**src/vecrx_pkg.sv**
```systemverilog
// Purpose: shared constants and types for the vector plot receiver
// Assumes: 100 MHz core clock
// Notes:   times are kept in their own unit, cycle counts derived here
package vecrx_pkg;

	// core clock rate
	localparam int CLK_MHZ = 100;

	// timing figures in their own units
	localparam int SYNC_NS    = 1000;
	localparam int GAP_NS     = 500;
	localparam int WDONE_NS   = 1000;
	localparam int STRETCH_US = 100;
	localparam int RUN_PULSE_NS    = 500;
	localparam int VDONE_NS   = 1000;
	localparam int BUSY_US    = 2500;

	// timer width, wide enough for the busy interval
	localparam int TW = 18;

	// derived cycle counts
	localparam logic [TW-1:0] SYNC_CYC  = TW'(SYNC_NS * CLK_MHZ / 1000);
	localparam logic [TW-1:0] GAP_CYC   = TW'(GAP_NS * CLK_MHZ / 1000);
	localparam logic [TW-1:0] WDONE_CYC = TW'(WDONE_NS * CLK_MHZ / 1000);
	localparam logic [TW-1:0] RUN_PULSE_CYC  = TW'(RUN_PULSE_NS * CLK_MHZ / 1000);
	localparam logic [TW-1:0] VDONE_CYC = TW'(VDONE_NS * CLK_MHZ / 1000);
	localparam int STRETCH_CYC_DEF = STRETCH_US * CLK_MHZ;
	localparam int BUSY_CYC_DEF    = BUSY_US * CLK_MHZ;

	// control character codes
	localparam logic [7:0] CH_GS = 8'h1D;
	localparam logic [7:0] CH_US = 8'h1F;
	localparam logic [7:0] CH_RS = 8'h1E;
	localparam logic [7:0] CH_FS = 8'h1C;
	localparam logic [7:0] CH_CR = 8'h0D;

	// register byte offsets
	localparam logic [3:0] OFS_CTRL   = 4'h0;
	localparam logic [3:0] OFS_STATUS = 4'h4;
	localparam logic [3:0] OFS_POS    = 4'h8;

	// control register fields
	localparam int CTRL_ORDER_LSB = 0;
	localparam int CTRL_CR_EXIT   = 2;
	localparam int CTRL_LATE_REV  = 3;
	localparam logic [3:0] CTRL_RESET = 4'h8;

	// status register fields
	localparam int ST_TEXT  = 0;
	localparam int ST_DARK  = 1;
	localparam int ST_BUSYN = 2;
	localparam int ST_READY = 3;
	localparam int ST_IDX   = 4;

	// position register fields
	localparam int POS_X_LSB = 0;
	localparam int POS_Y_LSB = 16;

	// register-half codes in default order
	localparam logic [1:0] HALF_HY = 2'd0;
	localparam logic [1:0] HALF_LY = 2'd1;
	localparam logic [1:0] HALF_HX = 2'd2;
	localparam logic [1:0] HALF_LX = 2'd3;

	// register-half load pulses
	typedef struct packed {
		logic high_y_load;
		logic low_y_load;
		logic high_x_load;
		logic low_x_load;
	} vecrx_loads_t;

	// view restore outputs
	typedef struct packed {
		logic view_lamp;
		logic hold_n;
		logic view;
	} vecrx_view_t;

endpackage

```
**src/vecrx_timer.sv**
```systemverilog
// Purpose: one-shot down counter used for every timed interval
// Assumes: start is a single-cycle pulse with the length in value_in
// Notes:   done_out pulses in the last counted cycle
`timescale 1ns/1ps
`default_nettype none
module vecrx_timer
	import vecrx_pkg::*;
(
	input  wire logic          clk_in,
	input  wire logic          rst_n_in,
	input  wire logic          ce_in,
	input  wire logic          start_in,
	input  wire logic [TW-1:0] value_in,
	output logic               done_out
);

	logic [TW-1:0] cnt_ff;

	// load one short: the start flop upstream already cost a cycle
	always_ff @(posedge clk_in or negedge rst_n_in) begin
		if (!rst_n_in) begin
			cnt_ff <= '0;
		end else if (ce_in) begin
			if (start_in) begin
				cnt_ff <= value_in - TW'(1);
			end else if (cnt_ff != '0) begin
				cnt_ff <= cnt_ff - TW'(1);
			end
		end
	end

	assign done_out = ce_in && !start_in && (cnt_ff == TW'(1));

endmodule
`default_nettype wire

```
**src/vecrx_top.sv**
```systemverilog
// Purpose: linear-interpolate vector receive control for a storage tube
// Assumes: byte strobe, data and slew amplitudes arrive asynchronously
// Notes:   control bits sit in a small avalon-mm register file
//
// Summary of operation
// - GS in text mode: vector mode, dark, loads off
// - default byte order high Y, low Y, high X, low X
// - byte strobe drops ready, makes load strobe
// - second byte loads Y weights 1 to 16
// - third byte loads X weights 32 to 512
// - late revision clears data lines after low X
// - fourth byte stretches load strobe 100 us
// - stretch end gives half-us execute strobe
// - execute strobe runs view restore
// - execute strobe loads converters, busy low
// - dark flag makes converters move fast
// - loads end, then busy high, dark clears
// - busy rise gives done pulse, function complete
// - later vectors slewed slowly and unblanked
// - larger slew amplitude drives beam unblank
// - written vector holds busy low 2.5 ms
// - strap selects other byte order
// - bits 7,6 low: control character handling
// - after control character resume vector assembly
// - RS, FS give no execute strobe in vector mode
//
// The register offsets and the Avalon-MM slave port were left to the implementer.
`timescale 1ns/1ps
`default_nettype none
module vecrx_top
	import vecrx_pkg::*;
#(
	parameter int STRETCH_CYC = STRETCH_CYC_DEF,
	parameter int BUSY_CYC    = BUSY_CYC_DEF
) (
	input  wire logic        core_clk_in,
	input  wire logic        arst_n_in,
	input  wire logic        ce_in,
	input  wire logic        receive_byte_strobe_in,
	input  wire logic [7:0]  rx_data_in,
	input  wire logic [7:0]  delta_x_in,
	input  wire logic [7:0]  delta_y_in,
	input  wire logic [3:0]  avs_address_in,
	input  wire logic        avs_read_in,
	input  wire logic        avs_write_in,
	input  wire logic [31:0] avs_writedata_in,
	output logic [31:0]      avs_readdata_out,
	output logic             avs_waitrequest_out,
	output logic             receive_ready_line_out,
	output logic             text_mode_flag_out,
	output logic             first_vector_dark_flag_out,
	output logic             vector_in_progress_n_out,
	output logic             x_conv_load_out,
	output logic             y_conv_load_out,
	output logic [9:0]       x_conv_out,
	output logic [9:0]       y_conv_out,
	output logic             beam_unblank_out,
	output logic             execute_strobe_out,
	output logic             run_pulse_out,
	output logic             function_complete_out,
	output logic             vector_done_pulse_out,
	output logic             word_done_pulse_out,
	output logic             synchronous_load_strobe_out,
	output vecrx_loads_t     loads_out,
	output logic [7:0]       latched_data_lines_out,
	output vecrx_view_t      view_out
);

	typedef enum {
		S_IDLE, S_SYNC, S_GAP, S_WDONE, S_CTRL,
		S_RUN_PULSE, S_SETTLE, S_BUSY, S_VDONE
	} vecrx_state_t;

	vecrx_state_t  state_ff;
	logic [1:0]    rst_sync_ff;
	logic          rst_n;
	logic [2:0]    stb_sync_ff;
	logic          stb_lvl_ff;
	logic [7:0]    dat_s1_ff, dat_s2_ff, dat_s3_ff;
	logic [7:0]    dx_s1_ff, dx_s2_ff, dx_s3_ff;
	logic [7:0]    dy_s1_ff, dy_s2_ff, dy_s3_ff;
	logic          stb_rise;
	logic [3:0]    ctrl_ff;
	logic          waitreq_ff;
	logic [31:0]   rdata_ff;
	logic          vec_mode_ff;
	logic          ctrl_active_ff;
	logic [1:0]    byte_idx_ff;
	logic          last_byte_ff;
	logic [4:0]    x_hi_ff, x_lo_ff, y_hi_ff, y_lo_ff;
	logic          tstart_ff;
	logic [TW-1:0] tval_ff;
	logic          tdone;
	logic [1:0]    half;
	logic          is_ctrl;
	logic [7:0]    amp_max;
	logic          bus_req;

	// reset release through two flops
	always_ff @(posedge core_clk_in or negedge arst_n_in) begin
		if (!arst_n_in) begin
			rst_sync_ff <= 2'b00;
		end else begin
			rst_sync_ff <= {rst_sync_ff[0], 1'b1};
		end
	end
	assign rst_n = rst_sync_ff[1];

	// three-flop synchronisers for pin inputs
	always_ff @(posedge core_clk_in or negedge rst_n) begin
		if (!rst_n) begin
			stb_sync_ff <= 3'b000;
			stb_lvl_ff  <= 1'b0;
			dat_s1_ff   <= 8'h00;
			dat_s2_ff   <= 8'h00;
			dat_s3_ff   <= 8'h00;
			dx_s1_ff    <= 8'h00;
			dx_s2_ff    <= 8'h00;
			dx_s3_ff    <= 8'h00;
			dy_s1_ff    <= 8'h00;
			dy_s2_ff    <= 8'h00;
			dy_s3_ff    <= 8'h00;
		end else if (ce_in) begin
			stb_sync_ff <= {stb_sync_ff[1:0], receive_byte_strobe_in};
			if (stb_sync_ff[1] == stb_sync_ff[2]) begin
				stb_lvl_ff <= stb_sync_ff[2];
			end
			dat_s1_ff   <= rx_data_in;
			dat_s2_ff   <= dat_s1_ff;
			dat_s3_ff   <= dat_s2_ff;
			dx_s1_ff    <= delta_x_in;
			dx_s2_ff    <= dx_s1_ff;
			dx_s3_ff    <= dx_s2_ff;
			dy_s1_ff    <= delta_y_in;
			dy_s2_ff    <= dy_s1_ff;
			dy_s3_ff    <= dy_s2_ff;
		end
	end

	// strobe counts once stages two and three agree on a rise
	assign stb_rise = stb_sync_ff[1] && stb_sync_ff[2] && !stb_lvl_ff;
	assign half     = byte_idx_ff ^ ctrl_ff[CTRL_ORDER_LSB +: 2];
	assign is_ctrl  = (dat_s3_ff[7:6] == 2'b00);
	assign amp_max  = (dx_s3_ff > dy_s3_ff) ? dx_s3_ff : dy_s3_ff;
	assign bus_req  = avs_read_in || avs_write_in;

	// one-shot timer for all intervals
	vecrx_timer u_timer (
		.clk_in   (core_clk_in),
		.rst_n_in (rst_n),
		.ce_in    (ce_in),
		.start_in (tstart_ff),
		.value_in (tval_ff),
		.done_out (tdone)
	);

	// avalon slave: one wait cycle, then the answer
	always_ff @(posedge core_clk_in or negedge rst_n) begin
		if (!rst_n) begin
			waitreq_ff <= 1'b1;
			rdata_ff   <= 32'h0000_0000;
			ctrl_ff    <= CTRL_RESET;
		end else if (ce_in) begin
			waitreq_ff <= !(bus_req && waitreq_ff);
			if (bus_req && waitreq_ff) begin
				rdata_ff <= 32'h0000_0000;
				unique case (avs_address_in)
					OFS_CTRL: rdata_ff[3:0] <= ctrl_ff;
					OFS_STATUS: begin
						rdata_ff[ST_TEXT]  <= text_mode_flag_out;
						rdata_ff[ST_DARK]  <= first_vector_dark_flag_out;
						rdata_ff[ST_BUSYN] <= vector_in_progress_n_out;
						rdata_ff[ST_READY] <= receive_ready_line_out;
						rdata_ff[ST_IDX +: 2] <= byte_idx_ff;
					end
					OFS_POS: begin
						rdata_ff[POS_X_LSB +: 10] <= x_conv_out;
						rdata_ff[POS_Y_LSB +: 10] <= y_conv_out;
					end
					default: rdata_ff <= 32'h0000_0000;
				endcase
			end
			if (avs_write_in && !waitreq_ff && avs_address_in == OFS_CTRL) begin
				ctrl_ff <= avs_writedata_in[3:0];
			end
		end
	end
	assign avs_waitrequest_out = waitreq_ff;
	assign avs_readdata_out    = rdata_ff;

	// receive sequencer
	always_ff @(posedge core_clk_in or negedge rst_n) begin
		if (!rst_n) begin
			state_ff                    <= S_IDLE;
			vec_mode_ff                 <= 1'b0;
			ctrl_active_ff              <= 1'b0;
			first_vector_dark_flag_out  <= 1'b0;
			receive_ready_line_out      <= 1'b1;
			byte_idx_ff                 <= 2'd0;
			last_byte_ff                <= 1'b0;
			tstart_ff                   <= 1'b0;
			tval_ff                     <= '0;
			synchronous_load_strobe_out <= 1'b0;
			loads_out                   <= '0;
			latched_data_lines_out      <= 8'h00;
			function_complete_out       <= 1'b0;
			word_done_pulse_out         <= 1'b0;
			vector_done_pulse_out       <= 1'b0;
			execute_strobe_out          <= 1'b0;
			run_pulse_out               <= 1'b0;
			x_conv_load_out             <= 1'b0;
			y_conv_load_out             <= 1'b0;
			vector_in_progress_n_out    <= 1'b1;
		end else if (ce_in) begin
			tstart_ff             <= 1'b0;
			function_complete_out <= 1'b0;
			run_pulse_out         <= 1'b0;
			unique case (state_ff)
				S_IDLE: begin
					if (stb_rise) begin
						receive_ready_line_out      <= 1'b0;
						latched_data_lines_out      <= dat_s3_ff;
						tstart_ff                   <= 1'b1;
						if (!vec_mode_ff || is_ctrl) begin
							ctrl_active_ff <= vec_mode_ff;
							if (!vec_mode_ff && dat_s3_ff == CH_GS) begin
								vec_mode_ff                <= 1'b1;
								first_vector_dark_flag_out <= 1'b1;
								byte_idx_ff                <= 2'd0;
							end else if (vec_mode_ff && dat_s3_ff == CH_GS) begin
								first_vector_dark_flag_out <= 1'b1;
								byte_idx_ff                <= 2'd0;
							end else if (vec_mode_ff && (dat_s3_ff == CH_US ||
								(dat_s3_ff == CH_CR && ctrl_ff[CTRL_CR_EXIT]))) begin
								vec_mode_ff <= 1'b0;
							end
							// RS and FS give no execute strobe or run pulse in vector mode
							execute_strobe_out <= !(vec_mode_ff &&
								(dat_s3_ff == CH_RS || dat_s3_ff == CH_FS));
							run_pulse_out <= !(vec_mode_ff &&
								(dat_s3_ff == CH_RS || dat_s3_ff == CH_FS));
							tval_ff  <= RUN_PULSE_CYC;
							state_ff <= S_CTRL;
						end else begin
							synchronous_load_strobe_out <= 1'b1;
							loads_out.high_y_load <= (half == HALF_HY);
							loads_out.low_y_load  <= (half == HALF_LY);
							loads_out.high_x_load <= (half == HALF_HX);
							loads_out.low_x_load  <= (half == HALF_LX);
							last_byte_ff <= (byte_idx_ff == 2'd3);
							byte_idx_ff  <= byte_idx_ff + 2'd1;
							tval_ff <= (byte_idx_ff == 2'd3) ?
								TW'(STRETCH_CYC) : SYNC_CYC;
							state_ff <= S_SYNC;
						end
					end
				end
				S_SYNC: begin
					if (tdone) begin
						loads_out <= '0;
						tstart_ff <= 1'b1;
						if (last_byte_ff) begin
							if (ctrl_ff[CTRL_LATE_REV]) begin
								latched_data_lines_out <= 8'h00;
							end
							synchronous_load_strobe_out <= 1'b0;
							execute_strobe_out          <= 1'b1;
							run_pulse_out               <= 1'b1;
							x_conv_load_out             <= 1'b1;
							y_conv_load_out             <= 1'b1;
							vector_in_progress_n_out    <= 1'b0;
							tval_ff  <= RUN_PULSE_CYC;
							state_ff <= S_RUN_PULSE;
						end else begin
							synchronous_load_strobe_out <= 1'b0;
							tval_ff  <= GAP_CYC;
							state_ff <= S_GAP;
						end
					end
				end
				S_GAP: begin
					if (tdone) begin
						word_done_pulse_out   <= 1'b1;
						function_complete_out <= 1'b1;
						tstart_ff <= 1'b1;
						tval_ff   <= WDONE_CYC;
						state_ff  <= S_WDONE;
					end
				end
				S_WDONE: begin
					if (tdone) begin
						word_done_pulse_out    <= 1'b0;
						latched_data_lines_out <= 8'h00;
						receive_ready_line_out <= 1'b1;
						state_ff <= S_IDLE;
					end
				end
				S_CTRL: begin
					if (tdone) begin
						execute_strobe_out     <= 1'b0;
						function_complete_out  <= 1'b1;
						latched_data_lines_out <= 8'h00;
						receive_ready_line_out <= 1'b1;
						ctrl_active_ff         <= 1'b0;
						state_ff <= S_IDLE;
					end
				end
				S_RUN_PULSE: begin
					if (tdone) begin
						execute_strobe_out <= 1'b0;
						x_conv_load_out    <= 1'b0;
						y_conv_load_out    <= 1'b0;
						state_ff <= S_SETTLE;
					end
				end
				S_SETTLE: begin
					tstart_ff <= 1'b1;
					if (first_vector_dark_flag_out) begin
						vector_in_progress_n_out   <= 1'b1;
						first_vector_dark_flag_out <= 1'b0;
						vector_done_pulse_out      <= 1'b1;
						function_complete_out      <= 1'b1;
						tval_ff  <= VDONE_CYC;
						state_ff <= S_VDONE;
					end else begin
						tval_ff  <= TW'(BUSY_CYC);
						state_ff <= S_BUSY;
					end
				end
				S_BUSY: begin
					if (tdone) begin
						vector_in_progress_n_out <= 1'b1;
						vector_done_pulse_out    <= 1'b1;
						function_complete_out    <= 1'b1;
						tstart_ff <= 1'b1;
						tval_ff   <= VDONE_CYC;
						state_ff  <= S_VDONE;
					end
				end
				S_VDONE: begin
					if (tdone) begin
						vector_done_pulse_out  <= 1'b0;
						latched_data_lines_out <= 8'h00;
						receive_ready_line_out <= 1'b1;
						state_ff <= S_IDLE;
					end
				end
			endcase
		end
	end

	// data register halves follow their load pulses
	always_ff @(posedge core_clk_in or negedge rst_n) begin
		if (!rst_n) begin
			y_hi_ff <= 5'h00;
			y_lo_ff <= 5'h00;
			x_hi_ff <= 5'h00;
			x_lo_ff <= 5'h00;
		end else if (ce_in) begin
			if (loads_out.high_y_load) y_hi_ff <= latched_data_lines_out[4:0];
			if (loads_out.low_y_load)  y_lo_ff <= latched_data_lines_out[4:0];
			if (loads_out.high_x_load) x_hi_ff <= latched_data_lines_out[4:0];
			if (loads_out.low_x_load)  x_lo_ff <= latched_data_lines_out[4:0];
		end
	end

	// converters take both registers only on their load lines
	always_ff @(posedge core_clk_in or negedge rst_n) begin
		if (!rst_n) begin
			x_conv_out <= 10'h000;
			y_conv_out <= 10'h000;
		end else if (ce_in) begin
			if (x_conv_load_out) x_conv_out <= {x_hi_ff, x_lo_ff};
			if (y_conv_load_out) y_conv_out <= {y_hi_ff, y_lo_ff};
		end
	end

	// unblank only on written vectors, by the larger slew amplitude
	always_ff @(posedge core_clk_in or negedge rst_n) begin
		if (!rst_n) begin
			beam_unblank_out <= 1'b0;
		end else if (ce_in) begin
			beam_unblank_out <= !vector_in_progress_n_out &&
				!first_vector_dark_flag_out && (amp_max != 8'h00);
		end
	end

	// view restore on each run pulse
	always_ff @(posedge core_clk_in or negedge rst_n) begin
		if (!rst_n) begin
			view_out <= '{view_lamp: 1'b0, hold_n: 1'b1, view: 1'b0};
		end else if (ce_in && run_pulse_out) begin
			view_out <= '{view_lamp: 1'b1, hold_n: 1'b1, view: 1'b0};
		end
	end

	// text flag high outside vector mode and during control handling
	always_ff @(posedge core_clk_in or negedge rst_n) begin
		if (!rst_n) begin
			text_mode_flag_out <= 1'b1;
		end else if (ce_in) begin
			text_mode_flag_out <= !vec_mode_ff || ctrl_active_ff;
		end
	end

endmodule
`default_nettype wire

```
**config.mk**
```make
export PLATFORM = sky130hd
export DESIGN_NAME = vecrx_top
export DESIGN_NICKNAME = d
export VERILOG_FILES = /design/src/vecrx_pkg.sv /design/src/vecrx_timer.sv /design/src/vecrx_top.sv
export SDC_FILE = /design/constraint.sdc
export NUM_CORES = 1
export LEC_CHECK = 0
export ABC_CLOCK_PERIOD_IN_PS = 5650
export BUFFER_PORTS_ARGS = -buffer_cell sky130_fd_sc_hd__buf_2
export CAP_MARGIN = 20
export CORE_ASPECT_RATIO = 0.9
export CORE_MARGIN = 2
export CORE_UTILIZATION = 51
export DETAILED_ROUTE_END_ITERATION = 6
export PLACE_DENSITY = 0.76
export SETUP_SLACK_MARGIN = 0.5
export SLEW_MARGIN = 10
export SYNTH_ARGS = -nofsm -noshare
export SYNTH_HDL_FRONTEND = slang
export SYNTH_SLANG_ARGS = --single-unit
```
**constraint.sdc**
```tcl
create_clock -name core_clk_in -period 5.65 [get_ports core_clk_in]
set_input_delay 0.8475 -clock core_clk_in [delete_from_list [all_inputs] [get_ports core_clk_in]]
set_output_delay 0.8475 -clock core_clk_in [all_outputs]
set_load 0.02 [all_outputs]
```
==> metrics.md, run 1 <==
| Metric | Value |
|---|---|
| Area growth syn-to-layout | 14.2% |
| Cell Count, Final, Fillers Out | between 1000 and 1500 |
| Most frequent cells in the layout | dfrtp_1, mux2_2, buf_2 |
| Share of the synthesized area in the top cell type | between 50% and 60% |
| Root Buffer | clkbuf_16 |
| Ant. Diodes | 0 |
| Dpl hpwl | 13.2 mm |
| WL per Instance | approximately 17 um |
| Min Tclk post-route | 3.04 ns |
| Placed Instances | about 1100 |
| Core footprint | 17700 um2 |
| Clk buf depth | 3 |
| Vias in the first global route | around 6300 |
| Fillers | about 1500 |
| Max-slew headroom | about a third |
| Post-Synthesis Mean Instance Area | ~12 um2 |
| Drt total wl | 19.6 mm |
| Post-Synthesis Cell Area | between 9000 and 10000 um2 |
| Worst Max-Slew Pin Slew | 0.991 ns |
| Worst-path clk slew | 0.06 ns |
| Power per cell area | 418 nW/um2 |
| Post-synth EDFFs | 0 |
| FF+latch count, synth | between 200 and 250 |
| Final Hold Viols | 0 |
| Core Rows | 46 |
| DIE WIDTH | between 100 and 150 um |
| Endpoints failing setup | 0 |
| Register area share after synthesis | a little over half |
| Leading area contributor after synthesis | dfrtp_1 |
| # IOs | 147 |
| Static Leak | 4.95 nW |
| Final Cell Area | around 11000 um2 |
| Pre-antenna DRT Iters | 5 |
| Largest net degree at the start of global routing | 124 |
| Post-Synthesis Cells | between 700 and 800 |
| Clk Latency, worst-skew pair | 0.50 ns |
| Most common cell after layout, fill and taps aside | dfrtp_1 |
| Startpoint Class | flip-flop |
| Fraction of registers with async set/reset | 100% |
| Top FF cell, synth | dfrtp_1 |
| Worst IR drop on VDD | 285 uV |
| Post-CTS Setup Inserts | 0 |
| Port buffer count | 104 |
| Library cells used by synthesis | 70 |
| Gp weighted congestion | ~0.9 |
| Share of post-route cells with drive strength above 1 | approximately a third |
| Post-Place Cell Area | just under 10000 um2 |
| Status | complete, no violations |
| Die area | 19200 um2 |
| Critical path peak fanout | 7 |
| DR DRC count | 0 |
| H-tree depth | 1 |
| R2R setup slack | between 2 and 3 ns |
| Overall power | about 4.4 mW |
| # hold bufs at CTS | 0 |
| Critical path class | flip-flop to flip-flop |
| Grt total ovfl | 0 |
| Initial antenna violation count | 0 |
| Die Y | ~130 um |
| Inserted Clock Buffers | 21 |
| Via count | 6540 |
| Worst EP required | between 6 and 7 ns |
| Synth area leaders | dfrtp_1, mux2_2, nand2_1 |
| Antenna violation net count after detailed routing | 0 |
| Reg2Reg Depth | 5 |
| Setup TNS | 0 ns |
| RSZ-0062 raised after global routing | false |
| Crit share post-route | 53.7% |
| Fin util | between 50% and 60% |
| Clk sinks | just over 200 |
| F_max | 329 MHz |
| Total of max-cap violations | 0 |
| YS warnings | 0 |
| First-pass GRT wire length | ~33 mm |
| CTS tree | done |
| PostCTS Resize Cnt | 0 |
| DRT iter0 DRCs | around 460 |
| Final-stage net count | a little under 1000 |
| GRT Total Usage | between 20 and 25% |
| Crit path capture type | flip-flop |
| Clk_skew | 0.0121 ns |
| Initial Util | between 50% and 60% |
| Vias per cell | about 5.7 |
| Worst Slack Setup Final | 2.61 ns |
| Arr. time, crit path | 3.41 ns |
| Worst Hold Class | primary input to async pin |
| DP Worst Slack | roughly 2.5 ns |
| Count of final max-slew check failures | 0 |
| Worst Hold Slack | roughly 0.13 ns |
## where the power goes
part / leakage [nW] / switching (mW) / total [mW] / internal [mW]
Sequential: 2.57 / 0.334 / 2.02 / 1.69
Clock: 0.325 / 0.534 / 1.30 / 0.764
Combinational: 2.06 / 0.609 / 1.09 / 0.482
## layer usage
metal	up-vias	share of wire [%]	wire (um)	GRT usage (%)
li1	3040	-	-	-
met1	3246	47	9230	30.9
met4	0	2.3	445	5.88
met2	217	46	8910	31.0
met5	-	0	0	0
met3	37	5.1	991	3.23
## worst max-delay path, cell delays in order, from the launching register on
cell	delay (ns)
dfrtp_1	0.43
nor4_1	0.78
nand4_1	0.35
nor2_1	0.46
o2111a_1	0.51
mux2_2	0.38
## cell families (layout without fill, tap and decap cells)
kind of cell	count (synthesis)	after routing	synth area share, %
buf+inv	76	169	3.88
flops	202	202	54.8
compound gates	162	162	11.9
simple gates	194	194	10.2
other cells	2	15	0.0813
xor+xnor	8	8	0.759
fa+ha+maj	15	15	2.03
mux	135	135	16.4
## cell usage after synthesis (3+ instances only)
cell / n
o21a_1: 6
ha_1: 15
o21ai_0: 58
xnor2_1: 4
mux2i_1: 6
clkbuf_1: 33
a22o_1: 11
o22ai_1: 5
nor4_1: 9
a31oi_1: 5
nor3b_1: 3
nor2_1: 32
or3_1: 3
a21oi_1: 19
a22oi_1: 8
xor2_1: 4
dfrtp_1: 197
nor4b_1: 3
o211ai_1: 4
buf_4: 17
o31ai_1: 3
nand3_1: 9
a21o_1: 6
mux2_2: 129
inv_1: 22
nand2b_1: 3
nor2b_1: 5
nand2_1: 82
nor3_1: 17
o41ai_1: 5
o32ai_1: 3
nand4_1: 8
and2_1: 5
dfstp_2: 5
## cell type report
cell class              instances  area (um2)  share of cell area, %
clock inverters                 4        23.8                  0.225
well taps                     240         300                   2.85
repair buffers                110         581                   5.50
inverters                      22        82.6                  0.783
clock buffers                  33         631                   5.98
flip-flops and latches        202        5060                   48.0
multi-input cells             529        3860                   36.6
## sequential cells by signal, summed over array words and instances (netlist names), 6 cells and up
signal	count
avs_readdata_out	20
dx_s1_ff	8
dat_s1_ff	8
latched_data_lines_out	8
u_timer.cnt_ff	18
dx_s2_ff	8
dat_s2_ff	8
dat_s3_ff	8
y_conv_out	10
dx_s3_ff	8
dy_s2_ff	8
x_conv_out	10
tval_ff	6
dy_s1_ff	8
dy_s3_ff	8
## path summary, 6_finish.rpt
path	start	endpoint
max	u_timer.cnt_ff[8]	tval_ff[1]
min	arst_n_in	rst_sync_ff[1]
max reg2reg	u_timer.cnt_ff[8]	tval_ff[1]
min reg2reg	rst_sync_ff[0]	rst_sync_ff[1]
max in group asynchronous	rst_sync_ff[1]	u_timer.cnt_ff[16]
min in group core_clk_in	rst_sync_ff[0]	rst_sync_ff[1]
Note: power is estimated with default switching activity, not from simulation.
==> inputs of run 2 (changes only) <==
Settings changed: ABC_CLOCK_PERIOD_IN_PS 5650 to 2700.
Clock period 5.65 ns to 2.7 ns, I/O delays scaled along.
==> run 2 against run 1 <==
- first-iteration DRC count rose by 2.4%
- via count rose by 2.4%
- power rose by 120%
- maximum frequency rose by 31%
- sequential share of layout area fell by 2.3 points
- highest routed layer unchanged
- largest cell class unchanged
- register-to-register slack got worse by 2.2 ns
- wire length rose by 4.9%
- combinational power rose to 2.5 times the previous value
- non-clock buffer count rose by 36
==> metrics.md, run 2 (synthesis results as in run 1) <==
| Metric | Value |
|---|---|
| Share of post-route cells with drive strength above 1 | 35.6% |
| Crit share post-route | a little under nine tenths |
| Met2 routed WL | 9.53 mm |
| Most frequent cells in the layout | dfrtp_1, mux2_2, buf_2 |
| Critical path class | flip-flop to flip-flop |
| Worst IR drop on VDD | roughly 580 uV |
| Initial antenna violation count | 0 |
| Worst-path clk slew | roughly 0.06 ns |
| Top Metal Used | met4 |
| Min Tclk post-route | around 2.3 ns |
| RSZ-0062 raised after global routing | true |
| Antenna violation net count after detailed routing | 0 |
| Post-Place Cell Area | just over 10000 um2 |
| Crit path capture type | flip-flop |
| # IOs | ~150 |
| Largest net degree at the start of global routing | 103 |
| WL per Instance | 17.4 um |
| H-tree depth | 1 |
| Count of final max-slew check failures | 0 |
| Worst Hold Slack | around 0.12 ns |
| Endpoints failing setup | 0 |
| Clk sinks | ~200 |
| Critical path peak fanout | 6 |
| Setup TNS | 0 ns |
| Drt total wl | just over 20 mm |
| Pre-antenna DRT Iters | 5 |
| Ant. Diodes | 0 |
| Fillers | between 1000 and 1500 |
| Final-stage net count | approximately 1000 |
| DIE WIDTH | 146 um |
| Final Hold Viols | 0 |
| Vias per cell | ~5.7 |
| Port buffer count | approximately 100 |
| Area growth syn-to-layout | 19.9% |
| Worst Slack Setup Final | ~0.38 ns |
| F_max | about 430 MHz |
| Startpoint Class | flip-flop |
| Power per cell area | 891 nW/um2 |
| Vias in the first global route | ~6700 |
| Die Y | roughly 130 um |
| Dpl hpwl | 13.7 mm |
| GRT Total Usage | 21.5% |
| Final Cell Area | 11100 um2 |
| DP Worst Slack | around 0.24 ns |
| Total of max-cap violations | 0 |
| Core Rows | between 40 and 50 |
| Clk Latency, worst-skew pair | between 0.5 and 0.6 ns |
| Clk_skew | around 0.016 ns |
| Die area | roughly 19000 um2 |
| Gp weighted congestion | 0.940 |
| Most common cell after layout, fill and taps aside | dfrtp_1 |
| DRT iter0 DRCs | between 400 and 500 |
| Max-slew headroom | between 60% and 70% |
| Worst EP required | 3.08 ns |
| Static Leak | 5.21 nW |
| Fin util | 62.6% |
| Via count | 6700 |
| Clk buf depth | 3 |
| DR DRC count | 0 |
| Max reg flops | 20 |
| Worst Hold Class | primary input to flip-flop |
| Root Buffer | clkbuf_16 |
| Register area | ~5000 um2 |
| First-pass GRT wire length | between 30 and 40 mm |
| Multi-input logic area | 3980 um2 |
| Status | complete, no violations |
| CTS tree | done |
| Inserted Clock Buffers | 22 |
| Initial Util | about 52% |
| Grt total ovfl | 0 |
| WL met1 | about 9.3 mm |
| Met3 wire len | roughly 1.3 mm |
| Worst Max-Slew Pin Slew | about 0.60 ns |
| Arr. time, crit path | 2.70 ns |
| Core footprint | ~18000 um2 |
run 2: changes by cell type in the layout (fill, tap and decap cells not counted), sizes merged:
cell,before,now
clkinv,3,4
buf,110,145
clkbuf,33,34
dlygate4sd3,0,1
bufinv,0,1
run 2: final timing paths:
path / from / to / slack, ns / cells past startpoint
worst min register to register: rst_sync_ff[1] / y_hi_ff[2] / 0.34 / 0
worst min-delay path: delta_y_in[6] / dy_s1_ff[6] / 0.12 / 2
max in group asynchronous: rst_sync_ff[1] / receive_ready_line_out / 1.61 / 1
worst max-delay path: u_timer.cnt_ff[14] / loads_out[3] / 0.38 / 6
worst max register to register: u_timer.cnt_ff[14] / loads_out[3] / 0.38 / 6
min in group asynchronous: arst_n_in / rst_sync_ff[1] / 0.21 / 2
run 2: critical path, stage by stage (launching register included):
cell and delay (ns):
dfrtp_1 0.38, or4_4 0.56, nand4bb_4 0.28, buf_6 0.18, o31a_1 0.31, nor2_2 0.14
mux2_2 0.35
run 2: layer usage:
layer | up-vias | track usage (%)
met5 | - | 0
met4 | 0 | 5.12
met3 | 30 | 4.20
met2 | 223 | 34.0
met1 | 3328 | 30.9
li1 | 3119 | -
run 2: report_power, final:
group | leakage (nW) | total [mW] | switching (mW) | internal [mW]
logic | 2.28 | 2.73 | 1.47 | 1.26
clock network | 0.359 | 2.94 | 1.17 | 1.77
registers | 2.57 | 4.20 | 0.663 | 3.53
total | 5.21 | 9.87 | 3.30 | 6.57
run 2: per-stage QoR:
stage	total power, mW	cells
after detailed placement	6.71	1123
after floorplan	5.88	807
after global placement	6.63	1123
after CTS	9.83	1172
final	9.87	1179
after global routing	10.4	1179
run 2: cell type report:
cell class / instances / share of cell area, %
sequential: 202 / 45.8
clock buffer: 34 / 5.92
multi-input combinational: 529 / 36.0
clock inverter: 6 / 0.633
timing repair buffer: 146 / 8.25
inverter: 22 / 0.746
tap: 240 / 2.71
run 2: repair_timing:
item / in CTS / in global routing
setup buffers: 8 / 7
hold endpoints to repair: 2 / 0
pin swaps: 7 / 4
hold buffers: 1 / 0
gates resized for setup: 13 / 14
endpoints found under the setup margin: 43 / 36
